`config.mk`:
```
export PLATFORM = sky130hd
export DESIGN_NAME = lfm_local_io_mux
export DESIGN_NICKNAME = d
export VERILOG_FILES = /design/src/core/lfm_pkg.sv /design/src/core/lfm_pin_decode.sv /design/src/core/lfm_local_io_mux.sv
export SDC_FILE = /design/constraint.sdc
export NUM_CORES = 1
export LEC_CHECK = 0
export BUFFER_PORTS_ARGS = -buffer_cell sky130_fd_sc_hd__buf_4
export CAP_MARGIN = 30
export CORE_UTILIZATION = 35
export CTS_BUF_LIST = sky130_fd_sc_hd__clkbuf_8
export DETAILED_ROUTE_END_ITERATION = 10
export HOLD_SLACK_MARGIN = 0.06
export SLEW_MARGIN = 15
export SYNTH_ARGS = -nofsm -noshare
export SYNTH_HDL_FRONTEND = slang
export SYNTH_SLANG_ARGS = --single-unit
export TNS_END_PERCENT = 20
```
`constraint.sdc`:
```
create_clock -name clock_in -period 6.54 [get_ports clock_in]
set_clock_uncertainty 0.2 [all_clocks]
set_input_delay 1.308 -clock clock_in [delete_from_list [all_inputs] [get_ports clock_in]]
set_output_delay 1.308 -clock clock_in [all_outputs]
set_load 0.005 [all_outputs]
```
`src/core/lfm_pkg.sv`:
```
// Functional notes
// - Each pin decodes input codes 1,2,3,4,9,10,11,20.
// - Code 21, positive limit input, is accepted on pin one only.
// - Code 22, negative limit input, is accepted on pin two only.
// - Every pin accepts output codes 101, 102, 103.
// - Fault reset and enable inputs act only in local control mode.
// - Selection writes accepted only while the power stage is disabled.
// - Stored value takes effect only at the next power-on.
// - Free input pin levels are readable through the readback register.
// - Factory defaults: limit positive, limit negative, free input, reference switch.
`default_nettype none
package lfm_pkg;
    localparam int NUM_PINS = 4;
    localparam int SEL_W = 16;
    localparam int ADDR_W = 12;
    // register offsets
    localparam logic [11:0] OFS_PIN1_SEL = 12'h722;
    localparam logic [11:0] OFS_PIN2_SEL = 12'h724;
    localparam logic [11:0] OFS_PIN3_SEL = 12'h726;
    localparam logic [11:0] OFS_PIN4_SEL = 12'h728;
    localparam logic [11:0] OFS_READBACK = 12'h72A;
    localparam logic [11:0] OFS_ACTIVE_BASE = 12'h730;
    // function codes
    localparam logic [15:0] FN_FREE_IN = 16'h0001;
    localparam logic [15:0] FN_FAULT_RESET = 16'h0002;
    localparam logic [15:0] FN_ENABLE = 16'h0003;
    localparam logic [15:0] FN_HALT = 16'h0004;
    localparam logic [15:0] FN_JOG_POS = 16'h0009;
    localparam logic [15:0] FN_JOG_NEG = 16'h000A;
    localparam logic [15:0] FN_JOG_FAST = 16'h000B;
    localparam logic [15:0] FN_REF_SW = 16'h0014;
    localparam logic [15:0] FN_LIM_POS = 16'h0015;
    localparam logic [15:0] FN_LIM_NEG = 16'h0016;
    localparam logic [15:0] FN_FREE_OUT = 16'h0065;
    localparam logic [15:0] FN_NO_FAULT = 16'h0066;
    localparam logic [15:0] FN_ACTIVE = 16'h0067;
    // factory defaults per pin
    localparam logic [15:0] RST_PIN1 = 16'h0015;
    localparam logic [15:0] RST_PIN2 = 16'h0016;
    localparam logic [15:0] RST_PIN3 = 16'h0001;
    localparam logic [15:0] RST_PIN4 = 16'h0014;
    // decoded input functions going to the drive logic
    typedef struct packed {
        logic fault_reset;
        logic enable;
        logic halt;
        logic jog_pos;
        logic jog_neg;
        logic jog_fast;
        logic ref_switch;
        logic positive_limit_input;
        logic negative_limit_input;
    } lfm_func_in_t;
    // output function sources from the drive logic
    typedef struct packed {
        logic no_fault;
        logic active;
    } lfm_func_out_t;
    // register read or write request
    typedef struct packed {
        logic wr;
        logic rd;
        logic [11:0] addr;
        logic [15:0] wdata;
    } lfm_req_t;
endpackage
`default_nettype wire

```
`src/core/lfm_pin_decode.sv`:
```
`timescale 1ns/1ps
`default_nettype none
// decodes one pin's active code into its role
module lfm_pin_decode #(
    parameter int PIN_INDEX = 0
) (
    input wire logic [15:0] code_in,
    output logic valid_out,
    output logic is_output_out,
    output logic is_free_in_out
);
    wire logic in_common;
    wire logic out_common;
    // common input and output codes
    assign in_common = (code_in == lfm_pkg::FN_FREE_IN) || (code_in == lfm_pkg::FN_FAULT_RESET)
        || (code_in == lfm_pkg::FN_ENABLE) || (code_in == lfm_pkg::FN_HALT)
        || (code_in == lfm_pkg::FN_JOG_POS) || (code_in == lfm_pkg::FN_JOG_NEG)
        || (code_in == lfm_pkg::FN_JOG_FAST) || (code_in == lfm_pkg::FN_REF_SW);
    assign out_common = (code_in == lfm_pkg::FN_FREE_OUT) || (code_in == lfm_pkg::FN_NO_FAULT)
        || (code_in == lfm_pkg::FN_ACTIVE);
    assign valid_out = in_common || out_common
        || ((PIN_INDEX == 0) && (code_in == lfm_pkg::FN_LIM_POS))
        || ((PIN_INDEX == 1) && (code_in == lfm_pkg::FN_LIM_NEG));
    assign is_output_out = out_common;
    assign is_free_in_out = (code_in == lfm_pkg::FN_FREE_IN);
endmodule
`default_nettype wire

```
`src/core/lfm_local_io_mux.sv`:
```
`timescale 1ns/1ps
`default_nettype none
// four-pin local i/o function selector
module lfm_local_io_mux (
    input wire logic clock_in,
    input wire logic reset_n_in,
    input wire lfm_pkg::lfm_req_t req_in,
    output logic [15:0] rdata_out,
    output logic ack_out,
    output logic err_out,
    input wire logic power_stage_enabled_in,
    input wire logic local_control_mode_in,
    input wire logic [3:0] pin_level_in,
    output logic [3:0] pin_out,
    output logic [3:0] pin_oe_out,
    input wire logic [3:0] free_out_level_in,
    input wire lfm_pkg::lfm_func_out_t func_out_in,
    output lfm_pkg::lfm_func_in_t func_in_out
);
    localparam int N = lfm_pkg::NUM_PINS;
    // persistent stored values and power-on active copies
    logic [15:0] stored_reg [N] = '{lfm_pkg::RST_PIN1, lfm_pkg::RST_PIN2, lfm_pkg::RST_PIN3,
        lfm_pkg::RST_PIN4};
    logic boot_reg;
    logic [15:0] active_reg [N];
    logic [N-1:0] wr_valid;
    logic [N-1:0] act_valid;
    logic [N-1:0] act_is_out;
    logic [N-1:0] act_free_in;
    logic [N-1:0] hit;
    logic [3:0] readback_reg;
    logic [15:0] rdata_next;
    logic ack_reg;
    logic err_reg;
    wire logic write_allowed;

    function automatic logic [11:0] pin_offset(input int i);
        case (i)
            0: pin_offset = lfm_pkg::OFS_PIN1_SEL;
            1: pin_offset = lfm_pkg::OFS_PIN2_SEL;
            2: pin_offset = lfm_pkg::OFS_PIN3_SEL;
            default: pin_offset = lfm_pkg::OFS_PIN4_SEL;
        endcase
    endfunction

    function automatic logic [15:0] pin_default(input int i);
        case (i)
            0: pin_default = lfm_pkg::RST_PIN1;
            1: pin_default = lfm_pkg::RST_PIN2;
            2: pin_default = lfm_pkg::RST_PIN3;
            default: pin_default = lfm_pkg::RST_PIN4;
        endcase
    endfunction

    // writes only while the power stage is off
    assign write_allowed = !power_stage_enabled_in;

    // high from power-on until the first edge after it, when the active copies load
    always_ff @(posedge clock_in or negedge reset_n_in) begin
        if (!reset_n_in) begin
            boot_reg <= 1'b1;
        end else begin
            boot_reg <= 1'b0;
        end
    end

    genvar g;
    generate
        for (g = 0; g < N; g++) begin : g_pin
            logic [15:0] wdata_code;
            assign wdata_code = req_in.wdata;
            lfm_pin_decode #(.PIN_INDEX(g)) u_wr_dec (
                .code_in(wdata_code),
                .valid_out(wr_valid[g]),
                .is_output_out(),
                .is_free_in_out()
            );
            lfm_pin_decode #(.PIN_INDEX(g)) u_act_dec (
                .code_in(active_reg[g]),
                .valid_out(act_valid[g]),
                .is_output_out(act_is_out[g]),
                .is_free_in_out(act_free_in[g])
            );
            assign hit[g] = (req_in.addr == pin_offset(g));
            // stored value updates on accepted writes only; no reset, so it survives power-on
            always_ff @(posedge clock_in) begin
                if (req_in.wr && hit[g] && write_allowed && wr_valid[g]) begin
                    stored_reg[g] <= req_in.wdata;
                end
            end
            // active copy takes the stored value once, on the first edge after power-on
            // while in reset every pin sits in its default input role, so nothing drives
            always_ff @(posedge clock_in or negedge reset_n_in) begin
                if (!reset_n_in) begin
                    active_reg[g] <= pin_default(g);
                end else if (boot_reg) begin
                    active_reg[g] <= stored_reg[g];
                end
            end
            // outputs drive only on output functions
            assign pin_oe_out[g] = act_valid[g] && act_is_out[g];
            assign pin_out[g] = (active_reg[g] == lfm_pkg::FN_FREE_OUT) ? free_out_level_in[g] :
                (active_reg[g] == lfm_pkg::FN_NO_FAULT) ? func_out_in.no_fault :
                (active_reg[g] == lfm_pkg::FN_ACTIVE) ? func_out_in.active : 1'b0;
        end
    endgenerate

    // function of an input code, or-ed over pins that carry it
    function automatic logic any_pin(input logic [15:0] code);
        logic r;
        r = 1'b0;
        for (int i = 0; i < N; i++) begin
            if (active_reg[i] == code && !act_is_out[i]) begin
                r = r | pin_level_in[i];
            end
        end
        return r;
    endfunction

    // route input levels to functions
    always_comb begin
        func_in_out.fault_reset = any_pin(lfm_pkg::FN_FAULT_RESET) && local_control_mode_in;
        func_in_out.enable = any_pin(lfm_pkg::FN_ENABLE) && local_control_mode_in;
        func_in_out.halt = any_pin(lfm_pkg::FN_HALT);
        func_in_out.jog_pos = any_pin(lfm_pkg::FN_JOG_POS);
        func_in_out.jog_neg = any_pin(lfm_pkg::FN_JOG_NEG);
        func_in_out.jog_fast = any_pin(lfm_pkg::FN_JOG_FAST);
        func_in_out.ref_switch = any_pin(lfm_pkg::FN_REF_SW);
        func_in_out.positive_limit_input = any_pin(lfm_pkg::FN_LIM_POS);
        func_in_out.negative_limit_input = any_pin(lfm_pkg::FN_LIM_NEG);
    end

    // free input levels sampled for readback
    always_ff @(posedge clock_in or negedge reset_n_in) begin
        if (!reset_n_in) begin
            readback_reg <= 4'h0;
        end else begin
            readback_reg <= pin_level_in & act_free_in;
        end
    end

    // read mux
    always_comb begin
        rdata_next = 16'h0000;
        for (int i = 0; i < N; i++) begin
            if (hit[i]) begin
                rdata_next = stored_reg[i];
            end
            if (req_in.addr == (lfm_pkg::OFS_ACTIVE_BASE + 12'(2 * i))) begin
                rdata_next = active_reg[i];
            end
        end
        if (req_in.addr == lfm_pkg::OFS_READBACK) begin
            rdata_next = {12'h000, readback_reg};
        end
    end

    // answer one cycle after each request
    always_ff @(posedge clock_in or negedge reset_n_in) begin
        if (!reset_n_in) begin
            rdata_out <= 16'h0000;
            ack_reg <= 1'b0;
            err_reg <= 1'b0;
        end else begin
            ack_reg <= req_in.wr || req_in.rd;
            err_reg <= req_in.wr && (!(|hit) || !write_allowed || !(|(hit & wr_valid)));
            if (req_in.rd) begin
                rdata_out <= rdata_next;
            end
        end
    end
    assign ack_out = ack_reg;
    assign err_out = err_reg;

    // write during enabled power stage leaves value alone
    property p_locked(int i);
        @(posedge clock_in) disable iff (!reset_n_in)
        (req_in.wr && hit[i] && power_stage_enabled_in) |=> $stable(stored_reg[i]);
    endproperty
    chk_write_lock_p1: assert property (p_locked(0)) else $error("write taken while enabled");
    chk_write_lock_p2: assert property (p_locked(1)) else $error("write taken while enabled");
    chk_write_lock_p3: assert property (p_locked(2)) else $error("write taken while enabled");
    chk_write_lock_p4: assert property (p_locked(3)) else $error("write taken while enabled");
    // a locked write is answered with the error pulse
    chk_err_locked: assert property (@(posedge clock_in) disable iff (!reset_n_in)
        (req_in.wr && !write_allowed) |=> err_out)
        else $error("locked write not flagged");
    // codes offered per pin
    chk_bad_code: assert property (@(posedge clock_in) disable iff (!reset_n_in)
        (req_in.wr && hit[2] && req_in.wdata == lfm_pkg::FN_LIM_POS) |=> $stable(stored_reg[2]))
        else $error("pin three took limit code");
    chk_pos_limit_pin: assert property (@(posedge clock_in) disable iff (!reset_n_in)
        (req_in.wr && hit[0] && write_allowed && req_in.wdata == lfm_pkg::FN_LIM_POS)
        |=> stored_reg[0] == lfm_pkg::FN_LIM_POS) else $error("pin one refused limit");
    chk_neg_limit_pin: assert property (@(posedge clock_in) disable iff (!reset_n_in)
        (req_in.wr && hit[1] && write_allowed && req_in.wdata == lfm_pkg::FN_LIM_NEG)
        |=> stored_reg[1] == lfm_pkg::FN_LIM_NEG) else $error("pin two refused limit");
    // active copies load once after power-on, then hold
    chk_boot_load: assert property (@(posedge clock_in) disable iff (!reset_n_in)
        boot_reg |=> active_reg[0] == $past(stored_reg[0])
        && active_reg[3] == $past(stored_reg[3]))
        else $error("active copy not loaded");
    chk_active_hold: assert property (@(posedge clock_in) disable iff (!reset_n_in)
        !boot_reg |=> $stable(active_reg[0]) && $stable(active_reg[3]))
        else $error("active changed");
    // input routing
    chk_enable_local: assert property (@(posedge clock_in) disable iff (!reset_n_in)
        !local_control_mode_in |-> !func_in_out.enable && !func_in_out.fault_reset)
        else $error("enable outside local mode");
    chk_free_halt: assert property (@(posedge clock_in) disable iff (!reset_n_in)
        (active_reg[1] == lfm_pkg::FN_HALT && pin_level_in[1]) |-> func_in_out.halt)
        else $error("halt not routed");
    // output functions drive their pins
    chk_output_drive: assert property (@(posedge clock_in) disable iff (!reset_n_in)
        (active_reg[2] == lfm_pkg::FN_NO_FAULT)
        |-> pin_oe_out[2] && pin_out[2] == func_out_in.no_fault)
        else $error("no fault output wrong");
    chk_free_out_drive: assert property (@(posedge clock_in) disable iff (!reset_n_in)
        (active_reg[3] == lfm_pkg::FN_FREE_OUT)
        |-> pin_oe_out[3] && pin_out[3] == free_out_level_in[3])
        else $error("free output wrong");
    // readback shows free inputs only
    chk_free_readback: assert property (@(posedge clock_in) disable iff (!reset_n_in)
        act_free_in[2] |=> readback_reg[2] == $past(pin_level_in[2]))
        else $error("readback wrong");
    chk_readback_clear: assert property (@(posedge clock_in) disable iff (!reset_n_in)
        !act_free_in[2] |=> !readback_reg[2])
        else $error("readback of non free pin");
    // power-on comes up in the factory roles
    chk_defaults: assert property (@(posedge clock_in) $rose(reset_n_in) |->
        active_reg[0] == lfm_pkg::RST_PIN1 && active_reg[3] == lfm_pkg::RST_PIN4)
        else $error("defaults wrong");
endmodule
`default_nettype wire

```
==> run_results.csv <==
group,metric,value,unit
placement,dp_worst_setup_slack,1.99,ns
pwr,worst_ir_drop_vdd,128,uV
detailed_routing,avgViaCountPerCell,5.80,
die,die_height,146,um
layout,stdcell_count,981,
detailed_routing,detail_route.wl_per_cell,22.6,um
synthesis,synth_seq_cells,151,
synthesis,ys.warnings.count,0,
clocking,clock_sink_count,151,
timing,finalCritPeriodShare,0.699,
pwr,power_density,228,nW/um^2
placement,place.detailed.hpwl,15400,um
outcome,status,"completed",
synthesis,synthesis.area,7250,sq um
detailed_routing,initial_detailed_routing_violation_count,509,
pwr,p_int,1.46,mW
clocking,tritoncts,"built",
synthesis,post_synth_edffs,64,
pwr,seq_power_share,0.535,
synthesis,ys_seq_area_frac,0.567,
clocking,cts.root.buffer_cell,"clkbuf_8",
global_route,grt_start_max_net_pins,69,
clocking,cts-hold-fix-buffers,0,
synthesis,synthDominantAreaCellType,"dfrtp_1",
synthesis,post-synth-top-area-fraction,0.266,
timing,hold_viol,0,
clocking,clock_slew_seen_by_the_registers_of_the_worst_setup_and_hold_paths,0.08,ns
layout,proportion_of_layout_cells_with_a_drive_suffix_above_1,0.299,
placement,globalplace.congestion,0.899,
placement,dp.cells,948,
clocking,cts-resized-gates,0,
synthesis,ys_async_sr_fraction,0.576,
timing,grt_setup_unrepaired,"no",
run,max_cap_violations,0,
layout,fin_nets,741,
setup_path,critical_path.endpoint_type,"output pin",
global_route,wire_length_of_the_first_global_routing_pass,34100,um
synthesis,post_synth.cell_area_avg,11.5,sq um
timing,fin_ws,1.97,ns
clocking,numCtsBuffers,17,
clocking,max-clock-path-buffers,2,
global_route,global_route.usage.total,0.213,
layout,synthToLayoutAreaGrowth,18.1,%
synthesis,synthMostInstantiatedCell,"dfrtp_1",
setup_path,setup.worst_path.end,"func_in_out[5]",
clocking,htreeDepth,4,
setup_path,worst_r2r_endpoint,"readback_reg[3]$_DFF_PN0_",
setup_path,worstRegToRegCells,4,
pwr,share_comb_of_total_power,0.081,
timing,fmaxAchievable,219,MHz
die,fp.dieArea,21300,sq um
setup_path,setup.worst_path.start_class,"primary input",
placement,place.port_buffers,78,
clocking,cts_setup_buffers,0,
synthesis,synth-main-ff-cell,"dfrtp_1",
synthesis,syn-instance-count,628,
pwr,sw_frac_of_total,0.252,
die,fp.dieW,146,um
detailed_routing,routed_wl,22200,um
synthesis,ys_top_cells_by_area,"dfrtp_1, edfxtp_1, mux2_2",
setup_path,r2r-start,"active_reg[9]$_DFFE_PN0P_",
setup_path,reg2reg_slack,4.22,ns
die,core_area,20300,sq um
setup_path,critical_path_required,5.03,ns
timing,tightest_slew,0.956,ns
detailed_routing,post-route-drc-count,0,
setup_path,timing.critical_path.from,"pin_level_in[2]",
synthesis,ys_types,64,
timing,slew_headroom,0.357,
layout,final_area,8570,sq um
min_path,min_path_type,"flip-flop to flip-flop",
clocking,insertion_delay,0.46,ns
pwr,cellLeakagePower,3.18,nW
timing,setup_total_negative_slack,0,ns
global_route,number_of_antenna_violations_at_the_first_check_in_global_routing,1,
global_route,globalRouteOverflowTotal,0,
setup_path,critical_path_class,"primary input to output pin",
die,start_util,0.357,
die,floorplan.rows,52,
pwr,power_switching,0.491,mW
timing,min_period,4.57,ns
timing,setup-violations-final,0,
synthesis,post_synth_most_frequent_cells,"dfrtp_1, mux2_2, edfxtp_1, nand2_1, a21oi_1",
global_route,first_global_vias,5594,
detailed_routing,vias,5688,
detailed_routing,detail_route.first_pass.iterations,5,
synthesis,syn-num-nets,672,
setup_path,worstPathMaxFanout,3,
detailed_routing,drt.antenna.violating_nets,0,
placement,place_area,8160,sq um
timing,drv_slew,0,
layout,post-route-util,0.422,
setup_path,cp_data_arrival_time,3.07,ns
pwr,pwr-share-clk,0.385,
die,design.portCount,79,
-- worst min-delay path by stage --
stage | startpoint | end | slack, ns | depth (start not counted)
after global routing | stored_reg[2][14]$_DFFE_PP_ | active_reg[30]$_DFFE_PN0P_ | 0.32 | 1
after floorplan | stored_reg[2][1]$_DFFE_PP_ | active_reg[17]$_DFFE_PN0P_ | 0.25 | 2
after detailed placement | stored_reg[0][0]$_DFFE_PP_ | active_reg[48]$_DFFE_PN1P_ | 0.29 | 1
after global placement | stored_reg[3][15]$_DFFE_PP_ | active_reg[15]$_DFFE_PN0P_ | 0.28 | 1
final | stored_reg[0][0]$_DFFE_PP_ | active_reg[48]$_DFFE_PN1P_ | 0.31 | 1
after CTS | stored_reg[2][14]$_DFFE_PP_ | active_reg[30]$_DFFE_PN0P_ | 0.31 | 1
-- critical path, stage by stage --
cell and delay, ns:
buf_4 0.07, or4b_4 0.45, nand3b_4 0.18, or4b_4 0.53, o32ai_1 0.25, a221o_1 0.17, buf_4 0.11
-- cell type report --
class                      instances  area, sq um
inverter                           6         22.5
timing repair buffer              88          678
clock buffer                      17          234
sequential                       151         4110
clock inverter                    15          178
tap                              270          338
fill                            1926        11700
antenna                            1         2.50
multi-input combinational        433         3010
-- metrics by stage --
stage	power [mW]	hold slack, ns
5_1_grt	2.01	0.320
2_1_floorplan	1.14	0.251
3_5_place_dp	1.22	0.288
6_report	1.95	0.311
3_3_place_gp	1.22	0.284
4_1_cts	1.96	0.310
-- layout by cell type (no fill, tap or decap), types with 17 or more instances in the layout --
cell,netlist,routed
dfrtp_1,77,77
nand2_1,57,57
nor2_1,34,34
o21ai_0,30,30
buf_4,0,86
mux2_2,66,66
clkbuf_8,0,17
edfxtp_1,64,64
a21oi_1,47,47
o21ai_1,25,25
-- cell families (layout without fill, tap and decap cells) --
group,Yosys count,in the layout,share of synthesized area
mux,71,71,0.109
simple gates,195,195,0.153
buf+inv,44,126,0.0235
other cells,1,2,0.000517
flops,151,151,0.567
compound gates,165,165,0.146
xor+xnor,1,1,0.00121
-- power by group through the flow --
stage	Sequential [mW]	Combinational, mW	Clock (mW)
final	1.04	0.157	0.751
after global routing	1.05	0.171	0.792
after CTS	1.04	0.158	0.758
after detailed placement	1.06	0.157	0
after global placement	1.06	0.154	0
after floorplan	1.05	0.0890	0
-- metal layers --
| layer | wire length [um] | vias to the layer above | global-route usage | part of all wire |
|---|---|---|---|---|
| li1 | - | 2533 | - | - |
| met1 | 9860 | 2901 | 0.295 | 0.44 |
| met2 | 10700 | 222 | 0.338 | 0.48 |
| met3 | 1200 | 32 | 0.0304 | 0.054 |
| met4 | 492 | 0 | 0.0847 | 0.022 |
| met5 | 0 | - | 0 | 0 |
Power figures use the tool's default switching activity.
